File: src/design/timer8_pkg.sv
package timer8_pkg;

  // register byte offsets on the AXI4-Lite bus
  localparam int unsigned    ADDR_W         = 6;
  localparam logic [5:0]     OFF_CONTROL_A  = 6'h00;
  localparam logic [5:0]     OFF_CONTROL_B  = 6'h04;
  localparam logic [5:0]     OFF_CONTROL_C  = 6'h08;
  localparam logic [5:0]     OFF_COUNT      = 6'h0c;
  localparam logic [5:0]     OFF_COMPARE_A  = 6'h10;
  localparam logic [5:0]     OFF_COMPARE_B  = 6'h14;
  localparam logic [5:0]     OFF_IRQ_FLAG   = 6'h18;
  localparam logic [5:0]     OFF_IRQ_MASK   = 6'h1c;
  localparam logic [5:0]     OFF_POWER      = 6'h20;

  // field positions
  localparam int unsigned    COM_A_LSB      = 6;
  localparam int unsigned    COM_B_LSB      = 4;
  localparam int unsigned    WGM_LO_LSB     = 0;
  localparam int unsigned    WGM_HI_BIT     = 3;
  localparam int unsigned    CS_LSB         = 0;
  localparam int unsigned    FORCE_A_BIT    = 7;
  localparam int unsigned    FORCE_B_BIT    = 6;
  localparam int unsigned    FLAG_OVF_BIT   = 0;
  localparam int unsigned    FLAG_A_BIT     = 1;
  localparam int unsigned    FLAG_B_BIT     = 2;
  localparam int unsigned    POWER_OFF_BIT  = 0;

  // counter limits and reset values
  localparam logic [7:0]     CNT_BOTTOM     = 8'h00;
  localparam logic [7:0]     CNT_MAX        = 8'hff;
  localparam logic [7:0]     CNT_ONE        = 8'h01;
  localparam logic [7:0]     REG_RESET      = 8'h00;

  // clock select codes
  localparam logic [2:0]     CS_STOP        = 3'h0;
  localparam logic [2:0]     CS_DIV1        = 3'h1;
  localparam logic [2:0]     CS_DIV8        = 3'h2;
  localparam logic [2:0]     CS_DIV64       = 3'h3;
  localparam logic [2:0]     CS_DIV256      = 3'h4;
  localparam logic [2:0]     CS_DIV1024     = 3'h5;
  localparam logic [2:0]     CS_EXT_FALL    = 3'h6;
  localparam logic [2:0]     CS_EXT_RISE    = 3'h7;
  localparam int unsigned    PRE_W          = 10;

  // waveform modes
  localparam logic [2:0]     WGM_NORMAL     = 3'h0;
  localparam logic [2:0]     WGM_CTC        = 3'h2;

  // compare output mode codes
  localparam logic [1:0]     COM_NONE       = 2'h0;
  localparam logic [1:0]     COM_TOGGLE     = 2'h1;
  localparam logic [1:0]     COM_CLEAR      = 2'h2;
  localparam logic [1:0]     COM_SET        = 2'h3;

  localparam logic [1:0]     RESP_OKAY      = 2'h0;
  localparam logic [1:0]     RESP_SLVERR    = 2'h2;

  typedef struct packed {
    logic                    awready;
    logic                    wready;
    logic                    bvalid;
    logic [1:0]              bresp;
    logic                    arready;
    logic                    rvalid;
    logic [1:0]              rresp;
    logic [31:0]             rdata;
    logic                    aw_got;
    logic                    w_got;
    logic [ADDR_W-1:0]       waddr;
    logic [7:0]              wbyte;
    logic                    wlane;
    logic [1:0][1:0]         com;
    logic [2:0]              wgm;
    logic [2:0]              cs;
    logic                    pwr_off;
    logic [7:0]              cnt;
    logic                    up;
    logic                    blk;
    logic [1:0][7:0]         ocr;
    logic [1:0][7:0]         buff;
    logic [2:0]              flags;
    logic [2:0]              mask;
    logic [2:0]              irq;
    logic [1:0]              oc;
    logic [PRE_W-1:0]        pre;
    logic                    ext_s1;
    logic                    ext_s2;
    logic                    ext_s3;
  } state_s;

endpackage

File: src/design/timer8_two_compare_units.sv
`timescale 1ns/1ns
// Functional notes
// - counter and both compare values are 8-bit CPU read/write registers.
// - counter value zero is bottom.
// - counter value 0xff is the maximum.
// - top is the maximum or compare value A, depending on mode.
// - timer clock from prescaler or external pin, chosen by clock select.
// - clock select zero stops all timer-clock activity.
// - CPU reads and writes the counter at any time.
// - a CPU counter write beats a coincident count or clear.
// - each timer clock clears, increments or decrements per waveform mode.
// - overflow flag set at the mode's point; it can request an interrupt.
// - counter is compared with both compare values continuously.
// - compare flag sets one timer clock after the match.
// - enabled flag requests an interrupt; service clears the flag.
// - writing one clears a flag; writing zero does nothing.
// - three flags in one register, each gated by its own mask bit.
// - in PWM modes CPU accesses the compare buffer.
// - buffer moves to active compare only at top of the sequence.
// - in normal and CTC modes compare writes take effect at once.
// - force strobe in non-PWM modes acts on the output like a match.
// - a forced compare sets no flag and leaves the counter alone.
// - a counter write blocks matches for the next timer clock.
// - output waveform uses match, mode, output mode, top and bottom.
module timer8_two_compare_units
  import timer8_pkg::*;
(
  input  wire logic              aclk,
  input  wire logic              aresetn,
  input  wire logic [ADDR_W-1:0] awaddr,
  input  wire logic              awvalid,
  output logic                   awready,
  input  wire logic [31:0]       wdata,
  input  wire logic [3:0]        wstrb,
  input  wire logic              wvalid,
  output logic                   wready,
  output logic [1:0]             bresp,
  output logic                   bvalid,
  input  wire logic              bready,
  input  wire logic [ADDR_W-1:0] araddr,
  input  wire logic              arvalid,
  output logic                   arready,
  output logic [31:0]            rdata,
  output logic [1:0]             rresp,
  output logic                   rvalid,
  input  wire logic              rready,
  input  wire logic              ext_count_input,
  input  wire logic [2:0]        irq_ack,
  output logic [2:0]             irq_req,
  output logic                   compare_out_a,
  output logic                   compare_out_b
);

  state_s                        state_reg;
  state_s                        state_next;

  logic                          aw_hs;
  logic                          w_hs;
  logic                          ar_hs;
  logic                          do_wr;
  logic [ADDR_W-1:0]             wa;
  logic [7:0]                    wd;
  logic                          wl;
  logic                          tick;
  logic                          pwm;
  logic                          fast;
  logic                          top_ocra;
  logic [7:0]                    top_val;
  logic                          at_top;
  logic                          cnt_wr;
  logic [1:0]                    match;

  function automatic logic is_mapped(input logic [ADDR_W-1:0] a);
    unique case (a[5:2])
      OFF_CONTROL_A[5:2], OFF_CONTROL_B[5:2], OFF_CONTROL_C[5:2],
      OFF_COUNT[5:2], OFF_COMPARE_A[5:2], OFF_COMPARE_B[5:2],
      OFF_IRQ_FLAG[5:2], OFF_IRQ_MASK[5:2], OFF_POWER[5:2]: is_mapped = 1'b1;
      default: is_mapped = 1'b0;
    endcase
  endfunction

  function automatic logic wr_hit(input logic [ADDR_W-1:0] a,
                                  input logic [5:0]        off);
    wr_hit = (a[5:2] == off[5:2]);
  endfunction

  function automatic logic [7:0] read_byte(input state_s           s,
                                           input logic [ADDR_W-1:0] a);
    logic                        p;
    p = s.wgm[0];
    read_byte = REG_RESET;
    unique case (a[5:2])
      OFF_CONTROL_A[5:2]: read_byte = {s.com[0], s.com[1], 2'h0, s.wgm[1:0]};
      OFF_CONTROL_B[5:2]: read_byte = {4'h0, s.wgm[2], s.cs};
      OFF_COUNT[5:2]:     read_byte = s.cnt;
      OFF_COMPARE_A[5:2]: read_byte = p ? s.buff[0] : s.ocr[0];
      OFF_COMPARE_B[5:2]: read_byte = p ? s.buff[1] : s.ocr[1];
      OFF_IRQ_FLAG[5:2]:  read_byte = {5'h0, s.flags};
      OFF_IRQ_MASK[5:2]:  read_byte = {5'h0, s.mask};
      OFF_POWER[5:2]:     read_byte = {7'h0, s.pwr_off};
      default:            read_byte = REG_RESET;
    endcase
  endfunction

  // action on the output latch for a non-PWM match or forced compare
  function automatic logic plain_action(input logic [1:0] com,
                                        input logic       cur);
    unique case (com)
      COM_TOGGLE: plain_action = ~cur;
      COM_CLEAR:  plain_action = 1'b0;
      COM_SET:    plain_action = 1'b1;
      default:    plain_action = cur;
    endcase
  endfunction

  assign aw_hs    = awvalid & state_reg.awready;
  assign w_hs     = wvalid & state_reg.wready;
  assign ar_hs    = arvalid & state_reg.arready;
  assign wa       = aw_hs ? awaddr : state_reg.waddr;
  assign wd       = w_hs ? wdata[7:0] : state_reg.wbyte;
  assign wl       = w_hs ? wstrb[0] : state_reg.wlane;
  assign do_wr    = (state_reg.aw_got | aw_hs) & (state_reg.w_got | w_hs)
                    & ~state_reg.bvalid;
  assign cnt_wr   = do_wr & wl & wr_hit(wa, OFF_COUNT);

  // timer clock enable: prescaler taps or synchronised pin edges
  always_comb begin
    unique case (state_reg.cs)
      CS_DIV1:     tick = 1'b1;
      CS_DIV8:     tick = (state_reg.pre[2:0] == 3'h0);
      CS_DIV64:    tick = (state_reg.pre[5:0] == 6'h00);
      CS_DIV256:   tick = (state_reg.pre[7:0] == 8'h00);
      CS_DIV1024:  tick = (state_reg.pre == 10'h000);
      CS_EXT_FALL: tick = state_reg.ext_s3 & ~state_reg.ext_s2;
      CS_EXT_RISE: tick = ~state_reg.ext_s3 & state_reg.ext_s2;
      default:     tick = 1'b0;
    endcase
    if (state_reg.pwr_off) begin
      tick = 1'b0;
    end
  end

  assign pwm      = state_reg.wgm[0];
  assign fast     = state_reg.wgm[1] & state_reg.wgm[0];
  assign top_ocra = state_reg.wgm[2] | (state_reg.wgm == WGM_CTC);
  assign top_val  = top_ocra ? state_reg.ocr[0] : CNT_MAX;
  assign at_top   = (state_reg.cnt == top_val);

  for (genvar i = 0; i < 2; i++) begin : g_cmp
    // equality compare, masked for one timer clock after a counter write
    assign match[i] = (state_reg.cnt == state_reg.ocr[i])
                      & ~state_reg.blk;
  end

  always_comb begin
    logic [2:0]                  set_f;
    logic [2:0]                  clr_f;
    logic                        ovf;
    logic                        bottom;
    state_next = state_reg;
    set_f      = 3'h0;
    clr_f      = irq_ack;
    ovf        = 1'b0;
    bottom     = (state_reg.cnt == CNT_BOTTOM);

    state_next.pre    = PRE_W'(state_reg.pre + 10'h001);
    state_next.ext_s1 = ext_count_input;
    state_next.ext_s2 = state_reg.ext_s1;
    state_next.ext_s3 = state_reg.ext_s2;

    // write channel: address and data accepted in either order
    if (aw_hs) begin
      state_next.aw_got = 1'b1;
      state_next.waddr  = awaddr;
    end
    if (w_hs) begin
      state_next.w_got = 1'b1;
      state_next.wbyte = wdata[7:0];
      state_next.wlane = wstrb[0];
    end
    if (do_wr) begin
      state_next.aw_got = 1'b0;
      state_next.w_got  = 1'b0;
      state_next.bvalid = 1'b1;
      state_next.bresp  = is_mapped(wa) ? RESP_OKAY : RESP_SLVERR;
    end else if (state_reg.bvalid && bready) begin
      state_next.bvalid = 1'b0;
    end
    state_next.awready = ~state_next.aw_got & ~state_next.bvalid;
    state_next.wready  = ~state_next.w_got & ~state_next.bvalid;

    // read channel
    if (ar_hs) begin
      state_next.rvalid = 1'b1;
      state_next.rresp  = is_mapped(araddr) ? RESP_OKAY : RESP_SLVERR;
      state_next.rdata  = {24'h0, read_byte(state_reg, araddr)};
    end else if (state_reg.rvalid && rready) begin
      state_next.rvalid = 1'b0;
    end
    state_next.arready = ~state_next.rvalid;

    // counter sequence on each timer clock
    if (tick) begin
      if (pwm && !fast) begin
        if (state_reg.up) begin
          if (at_top) begin
            state_next.up  = 1'b0;
            state_next.cnt = 8'(state_reg.cnt - CNT_ONE);
          end else begin
            state_next.cnt = 8'(state_reg.cnt + CNT_ONE);
          end
        end else if (bottom) begin
          state_next.up  = 1'b1;
          state_next.cnt = 8'(state_reg.cnt + CNT_ONE);
          ovf            = 1'b1;
        end else begin
          state_next.cnt = 8'(state_reg.cnt - CNT_ONE);
        end
      end else if (fast || state_reg.wgm == WGM_CTC) begin
        state_next.up  = 1'b1;
        state_next.cnt = at_top ? CNT_BOTTOM
                                : 8'(state_reg.cnt + CNT_ONE);
        ovf            = fast ? at_top : (state_reg.cnt == CNT_MAX);
      end else begin
        state_next.up  = 1'b1;
        state_next.cnt = 8'(state_reg.cnt + CNT_ONE);
        ovf            = (state_reg.cnt == CNT_MAX);
      end
      state_next.blk = 1'b0;
    end

    for (int i = 0; i < 2; i++) begin
      // flag and waveform action at the timer clock after the match
      if (tick && match[i]) begin
        set_f[i+1] = 1'b1;
        if (!pwm) begin
          state_next.oc[i] = plain_action(state_reg.com[i],
                                          state_reg.oc[i]);
        end else if (state_reg.com[i] == COM_TOGGLE) begin
          if (i == 0 && state_reg.wgm[2]) begin
            state_next.oc[i] = ~state_reg.oc[i];
          end
        end else if (state_reg.com[i] != COM_NONE) begin
          // non-inverting clears on the up match, inverting sets
          state_next.oc[i] = (state_reg.com[i] == COM_SET)
                             ^ (!fast && !state_reg.up);
        end
      end
      // fast PWM: output restored when the counter wraps to bottom
      if (tick && fast && at_top && state_reg.com[i][1]) begin
        state_next.oc[i] = ~state_reg.com[i][0];
      end
      // double buffer update at top of the sequence
      if (tick && pwm && at_top && (fast || state_reg.up)) begin
        state_next.ocr[i] = state_reg.buff[i];
      end
    end
    set_f[FLAG_OVF_BIT] = ovf;

    // register writes
    if (do_wr && wl) begin
      if (wr_hit(wa, OFF_CONTROL_A)) begin
        state_next.com[0]     = wd[COM_A_LSB +: 2];
        state_next.com[1]     = wd[COM_B_LSB +: 2];
        state_next.wgm[1:0]   = wd[WGM_LO_LSB +: 2];
      end
      if (wr_hit(wa, OFF_CONTROL_B)) begin
        state_next.wgm[2]     = wd[WGM_HI_BIT];
        state_next.cs         = wd[CS_LSB +: 3];
      end
      if (wr_hit(wa, OFF_CONTROL_C) && !pwm) begin
        // forced compare touches only the output latch
        if (wd[FORCE_A_BIT]) begin
          state_next.oc[0] = plain_action(state_reg.com[0],
                                          state_next.oc[0]);
        end
        if (wd[FORCE_B_BIT]) begin
          state_next.oc[1] = plain_action(state_reg.com[1],
                                          state_next.oc[1]);
        end
      end
      if (cnt_wr) begin
        state_next.cnt = wd;
        state_next.blk = 1'b1;
      end
      for (int i = 0; i < 2; i++) begin
        if (wr_hit(wa, i == 0 ? OFF_COMPARE_A : OFF_COMPARE_B)) begin
          state_next.buff[i] = wd;
          if (!pwm) begin
            state_next.ocr[i] = wd;
          end
        end
      end
      if (wr_hit(wa, OFF_IRQ_FLAG)) begin
        clr_f = clr_f | wd[2:0];
      end
      if (wr_hit(wa, OFF_IRQ_MASK)) begin
        state_next.mask = wd[2:0];
      end
      if (wr_hit(wa, OFF_POWER)) begin
        state_next.pwr_off = wd[POWER_OFF_BIT];
      end
    end

    // a new event outweighs a clear in the same cycle
    state_next.flags = (state_reg.flags & ~clr_f) | set_f;
    state_next.irq   = state_next.flags & state_next.mask;
  end

  always_ff @(posedge aclk) begin
    if (!aresetn) begin
      state_reg         <= '0;
      state_reg.up      <= 1'b1;
      state_reg.awready <= 1'b1;
      state_reg.wready  <= 1'b1;
      state_reg.arready <= 1'b1;
    end else begin
      state_reg <= state_next;
    end
  end

  assign awready       = state_reg.awready;
  assign wready        = state_reg.wready;
  assign bvalid        = state_reg.bvalid;
  assign bresp         = state_reg.bresp;
  assign arready       = state_reg.arready;
  assign rvalid        = state_reg.rvalid;
  assign rresp         = state_reg.rresp;
  assign rdata         = state_reg.rdata;
  assign irq_req       = state_reg.irq;
  assign compare_out_a = state_reg.oc[0];
  assign compare_out_b = state_reg.oc[1];
endmodule // timer8_two_compare_units

File: config.mk
export PLATFORM = sky130hd
export DESIGN_NAME = timer8_two_compare_units
export DESIGN_NICKNAME = d
export VERILOG_FILES = /design/src/design/timer8_pkg.sv /design/src/design/timer8_two_compare_units.sv
export SDC_FILE = /design/constraint.sdc
export NUM_CORES = 1
export LEC_CHECK = 0
export BUFFER_PORTS_ARGS = -buffer_cell sky130_fd_sc_hd__buf_4
export CORE_ASPECT_RATIO = 2
export CORE_UTILIZATION = 50
export DETAILED_ROUTE_END_ITERATION = 12
export PLACE_DENSITY = 0.74
export SKIP_LAST_GASP = 1
export SLEW_MARGIN = 20
export SYNTH_ARGS = -nofsm -noshare
export SYNTH_HDL_FRONTEND = slang
export SYNTH_SLANG_ARGS = --single-unit
File: constraint.sdc
create_clock -name aclk -period 2.3 [get_ports aclk]
set_input_delay 0.115 -clock aclk [delete_from_list [all_inputs] [get_ports aclk]]
set_output_delay 0.115 -clock aclk [all_outputs]
set_load 0.02 [all_outputs]
# After elaboration in Yosys (flattened, before gate mapping)

Memories as Yosys holds them, arrays and structs flattened.
Index checks and enable logic that the tools add are counted.

Register bits after elaboration: 111
ROM bits: 32
Bits of input ports: 59
Output and inout port bits: 46
Logic and storage cells: 216
Memories kept: 2

Memory list:

| name            | depth | bits a word | read ports | clocked after memory_dff | wr ports | RTL line                       | RTL |
|---|---|---|---|---|---|---|---|
| (no name shown) | 16    | 1           | 1          | 0                        | 0        | timer8_two_compare_units.sv:74 | `unique case (a[5:2])` |
| (no name shown) | 16    | 1           | 1          | 0                        | 0        | timer8_two_compare_units.sv:74 |  |

Add/sub/neg operators: 3
Equal/unequal tests: 33
Mux-type cells: 71
Bitwise logic cells: 38
Reduce and logical (&&, ||, !) cells: 34

Operators with widths:

| cell                  | number |
|---|---|
| $mux 8                | 17 |
| $pmux 8 s8            | 1 |
| $mux 1                | 33 |
| $mux 33               | 1 |
| $eq 4x3->1 const B    | 8 |
| $mux 9                | 3 |
| $eq 8x8->1            | 3 |
| $logic_not 8->1       | 2 |
| $logic_and 1x1->1     | 15 |
| $and 1x1->1           | 14 |
| $not 1->1             | 14 |
| $eq 3x3->1 const B    | 4 |
| $eq 4x2->1 const B    | 3 |
| $mux 3                | 4 |
| $pmux 1 s3            | 4 |
| $add 10x1->10 const B | 1 |
| $logic_not 10->1      | 1 |
| $mux 10               | 1 |
| $mux 2                | 5 |
| $reduce_and 2->1      | 5 |
| $eq 3x2->1 const B    | 3 |
| $add 8x1->8 const B   | 1 |
| $eq 2x2->1 const B    | 4 |
| $eq 4x1->1 const B    | 2 |
| 18 further kinds      | 30 |

# Depth between registers and ports, before layout

Depth after elaboration: 14
Mapped depth: 12
Depth with buffers taken out: 9

# Worst setup path after synthesis

OpenSTA, ideal clock, no wires.

Kind: register to register
Start point: register awready (netlist name)
End point: register state_reg[40] in the netlist's numbering
Library setup time: 0.132 ns
Arrival: 2.438 ns
Required time: 2.168 ns
Path slack: -0.270 ns
Stages on the path, launching flop included: 10
Buffers on the path: 2
Period minus slack after synthesis: 2.570 ns
Cell sequence: dfxtp_1 > a21oi_1 > or3_1 > or4b_1 > clkbuf_1 > nor2_2 > nand2_1 > clkbuf_1 > o21ai_0 > a21oi_1

Longest elaborated chain between the ends: 6
Elaborated cells on any way between the ends: 9
Those cells by class: eq/ne: 1; mux: 3; bitwise: 4; reduce/logical: 1

Ends and longest elaborated chain:

| element                | RTL line                        | RTL |
|---|---|---|
| $and 1x1->1 *          | timer8_two_compare_units.sv:116 | `assign aw_hs = awvalid & state_reg.awready;` |
| $or 1x1->1             | timer8_two_compare_units.sv:122 | `assign do_wr = (state_reg.aw_got \| aw_hs) & (state_reg.w_got \| w_hs)` |
| $and 1x1->1            | timer8_two_compare_units.sv:122 |  |
| $and 1x1->1            | timer8_two_compare_units.sv:123 | `& ~state_reg.bvalid;` |
| $logic_and 1x1->1      | timer8_two_compare_units.sv:261 | `if (do_wr && wl) begin` |
| $mux 33 *              | timer8_two_compare_units.sv:261 |  |
| end signal: assignment | timer8_two_compare_units.sv:318 | `state_reg <= state_next;` |
| end: declaration       | timer8_two_compare_units.sv:54  | `state_s state_reg;` |

Mark *: on every way between the ends. The rest lies on a longest branch, timed or not.
A chain may end at the register's enable or synchronous reset.

# Worst setup path in the final report

Start point: register state_reg[65] in the netlist's numbering
End point: register state_reg[62] in the netlist's numbering

Longest elaborated chain between the ends: 7
Elaborated cells on any way between the ends: 11
Those cells by class: eq/ne: 1; mux: 9; reduce/logical: 1

Ends and longest elaborated chain:

| element                                       | RTL line                                                                                          | RTL |
|---|---|---|
| $eq 8x8->1 or $logic_not 8->1 (tied branches) | timer8_two_compare_units.sv:147, timer8_two_compare_units.sv:164                                  |  |
| $mux 8, on equally long branches              | timer8_two_compare_units.sv:221, timer8_two_compare_units.sv:206, timer8_two_compare_units.sv:212 |  |
| $mux 9, on equally long branches              | timer8_two_compare_units.sv:219, timer8_two_compare_units.sv:205                                  |  |
| $mux 9 *                                      | timer8_two_compare_units.sv:204                                                                   | `if (pwm && !fast) begin` |
| $mux 10 *                                     | timer8_two_compare_units.sv:203                                                                   | `if (tick) begin` |
| $mux 8                                        | timer8_two_compare_units.sv:282                                                                   | `if (cnt_wr) begin` |
| $mux 8 *                                      | timer8_two_compare_units.sv:261                                                                   |  |

Marks and branches as above.

==> flow_summary.yaml <==
placed_design:
  placed_area_um2: 6970
  buffer_ports.inserted: 47
  dp_hpwl_mm: 14.0
  placed_cells_incl_taps: 927
  gpl.final_weighted_congestion: 0.968
global_routing:
  grt_use_met2: 0.551
  grt_overflow: 0
  wire_length_of_the_first_global_routing_pass_mm: 27.7
  grt_util_met1: 0.282
  vias_in_the_first_global_route: 5496
  met3_usage: 0.0484
  grt_antenna_before_repair: 0
  layer_with_the_highest_usage_after_global_routing: "met2"
  grt_util_all_layers: 0.293
  grt_start_max_net_pins: 56
critical_path:
  timing.reg2reg.setup_slack_ns: -0.27
  element_type_at_the_critical_path_start: "register"
  timing.critical_path.required_ns: 2.55
  path_max_fanout: 7
  setup.worst_path.class: "reg2reg"
  worst-endpoint-arrival_ns: 2.82
  critPathCaptureType: "register"
min_path:
  holdCritPathClass: "in2reg"
final_layout:
  syn2layout_area_growth_pct: 25.1
  insertedDiodeCount: 0
  storage_element_area_um2: 2150
  number_of_flip_flops_in_the_largest_register: 84
  finalNetCount: 868
  nFillCells: 1002
  drive_above_1_share: 0.283
  fin_cells: 955
  multi_input_area_um2: 3630
  final_design_area_no_fill_um2: 7600
detailed_routing:
  drt-total-wl_mm: 18.5
  routed_via_density: 5.94
  drc_errors_left: 0
  vias: 5669
  wire_per_inst_um: 19.3
  drt_pre_antenna_iters: 6
  dr.first_iter.drc_count: 356
  drt.antenna.violating_nets: 0
sta:
  max_slew.worst_pin.slew_ns: 0.582
  timing.final.crit_share: 1.12
  finalSetupViolations: 25
  report.final.slew_viol_count: 0
  setup_tns_ns: -5.39
  hold_viol: 0
  slew_headroom: 0.601
  final_period_minus_worst_setup_slack_ns: 2.57
  post-route-worst-setup-slack_ns: -0.272
  timing.clock.skew_ns: 0.00930
  fmax_mhz: 389
  rsz0062_at_grt: "yes"
clocking:
  ctsHtreeMaxLevel: 3
  clkSlewWorstSetupHoldPaths_ns: 0.08
  cts_tree: "yes"
  ctsRootBufferMaster: "sky130_fd_sc_hd__clkbuf_16"
  tritoncts_sinks: 107
  clock_insertion_delay_at_the_later_pin_of_the_skew_report_ns: 0.36
  max-clock-path-buffers: 2
  numCtsBuffers: 9
synthesis:
  synth-seq-area-share: 0.353
  synthDominantAreaCellType: "sky130_fd_sc_hd__dfxtp_1"
  synth_enable_flop_cells: 0
  synth-seq-cells: 107
  syn_area_per_cell_um2: 8.60
  synth.cell_area_um2: 6070
  synth_top_area_share: 0.353
  synth-async-reset-ratio: 0
  netlist-cell-type-count: 73
  yosysWarningCount: 0
  ys_top_cells_by_area: "sky130_fd_sc_hd__dfxtp_1 (35%), sky130_fd_sc_hd__mux2i_1 (7.9%), sky130_fd_sc_hd__buf_4 (5.1%)"
  postSynthCellCount: 706
  dominant_synthesized_flop_cell: "sky130_fd_sc_hd__dfxtp_1"
outcome:
  violations: "setup timing"
  outcome: "finished, violations left"
die:
  number_of_top_level_design_ports: 105
  fp.dieArea_um2: 12600
  count_of_standard_cell_rows: 56
  initial_utilization: 0.516
  die_width_um: 79.9
  coreArea_um2: 11800
  die-height_um: 158
flow_run:
  cap_viol_max_count: 0
power_and_ir_drop:
  leakage_power_of_the_design_uw: 0.00327
  vdd.ir_drop.worst_mv: 0.657
  p_per_area_nw_per_um2: 607
-- worst max-delay path, cell delays in order, from the launching register on --
cell,delay (ns)
sky130_fd_sc_hd__dfxtp_2,0.33
sky130_fd_sc_hd__inv_2,0.04
sky130_fd_sc_hd__a222oi_1,0.42
sky130_fd_sc_hd__o221ai_1,0.25
sky130_fd_sc_hd__or3_4,0.41
sky130_fd_sc_hd__buf_6,0.13
sky130_fd_sc_hd__o32a_4,0.36
sky130_fd_sc_hd__a221oi_2,0.24
sky130_fd_sc_hd__nor2_1,0.10
sky130_fd_sc_hd__o21a_1,0.18
-- layout make-up --
class                      count  area share
multi-input combinational    513       0.478
tap                          145      0.0239
timing repair buffer         148       0.160
clock inverter                 6      0.0100
inverter                      26      0.0128
clock buffer                  10      0.0315
sequential                   107       0.283
-- metal layers --
| metal | up-vias | wire length [um] |
|---|---|---|
| li1 | 2661 | - |
| met1 | 2713 | 6480 |
| met2 | 205 | 9900 |
| met3 | 90 | 729 |
| met4 | 0 | 1350 |
| met5 | - | 0 |
-- per-stage QoR --
| step | hold WS [ns] | power, uW | setup WS, ns | utilization |
|---|---|---|---|---|
| CTS | 0.0703 | 4600 | -0.183 | 0.628 |
| global route | 0.0816 | 4770 | -0.290 | 0.645 |
| floorplan | 0.242 | 2600 | -0.0570 | - |
| global placement | 0.339 | 2920 | -0.242 | 0.592 |
| detailed placement | 0.343 | 2950 | -0.342 | 0.592 |
| finish | 0.0729 | 4610 | -0.272 | 0.645 |
-- synth_stat cells (11+ instances only) --
cell and count:
sky130_fd_sc_hd__a21oi_1 40, sky130_fd_sc_hd__and2_1 21, sky130_fd_sc_hd__buf_4 41, sky130_fd_sc_hd__clkbuf_1 31, sky130_fd_sc_hd__dfxtp_1 107, sky130_fd_sc_hd__inv_1 21
sky130_fd_sc_hd__mux2i_1 48, sky130_fd_sc_hd__nand2_1 59, sky130_fd_sc_hd__nand2b_1 11, sky130_fd_sc_hd__nand3_1 20, sky130_fd_sc_hd__nor2_1 29, sky130_fd_sc_hd__nor2b_1 28
sky130_fd_sc_hd__nor3_1 13, sky130_fd_sc_hd__o211a_1 23, sky130_fd_sc_hd__o21ai_0 36
-- kinds of logic after synthesis --
kind of cell               after synthesis  synth area share
AOI/OAI and AO/OA                      183             0.219
adders and majority gates                4           0.00824
xor gates and xnor gates                17            0.0245
buffers and inverters                  111            0.0991
DFF                                    107             0.353
other                                    1          0.000617
and+or+nand+nor                        225             0.198
muxes                                   58            0.0977
-- report_power, final --
part           leakage [uW]  switching [uW]  total, uW  internal, uW
combinational       0.00224             551        964           413
clock              0.000156             759       1660           897
sequential         0.000870            56.5       1990          1940
-- path summary, 6_finish.rpt --
kind / end / cells after the start / from
setup / recovery: state_reg[62] / 9 / state_reg[65]
hold reg to reg: state_next[0] / 1 / state_next[1]
setup reg to reg: state_reg[62] / 9 / state_reg[65]
hold / removal: rresp[1] / 3 / arvalid
-- layout by cell type (no fill, tap or decap), drive strengths merged, types with 12 or more instances in the layout --
cell and instances:
o21ai 37, buf 145, nand3 20, dfxtp 107
nor2b 29, inv 29, nor3 13, mux2i 48
nor2 31, nand2 59, a21oi 41, and2 21
o211a 23, clkbuf 12, conb 26
-- timing repair --
item / 4_1_cts / 5_1_grt
hold buffers: 1 / 0
cloned: 0 / 2
gates resized for setup: 17 / 21
setup buffers: 2 / 7
endpoints found under the setup margin: 30 / 34
pin swaps: 8 / 16
endpoints found under the hold margin: 1 / 0
(Power assumes the default switching activity.)
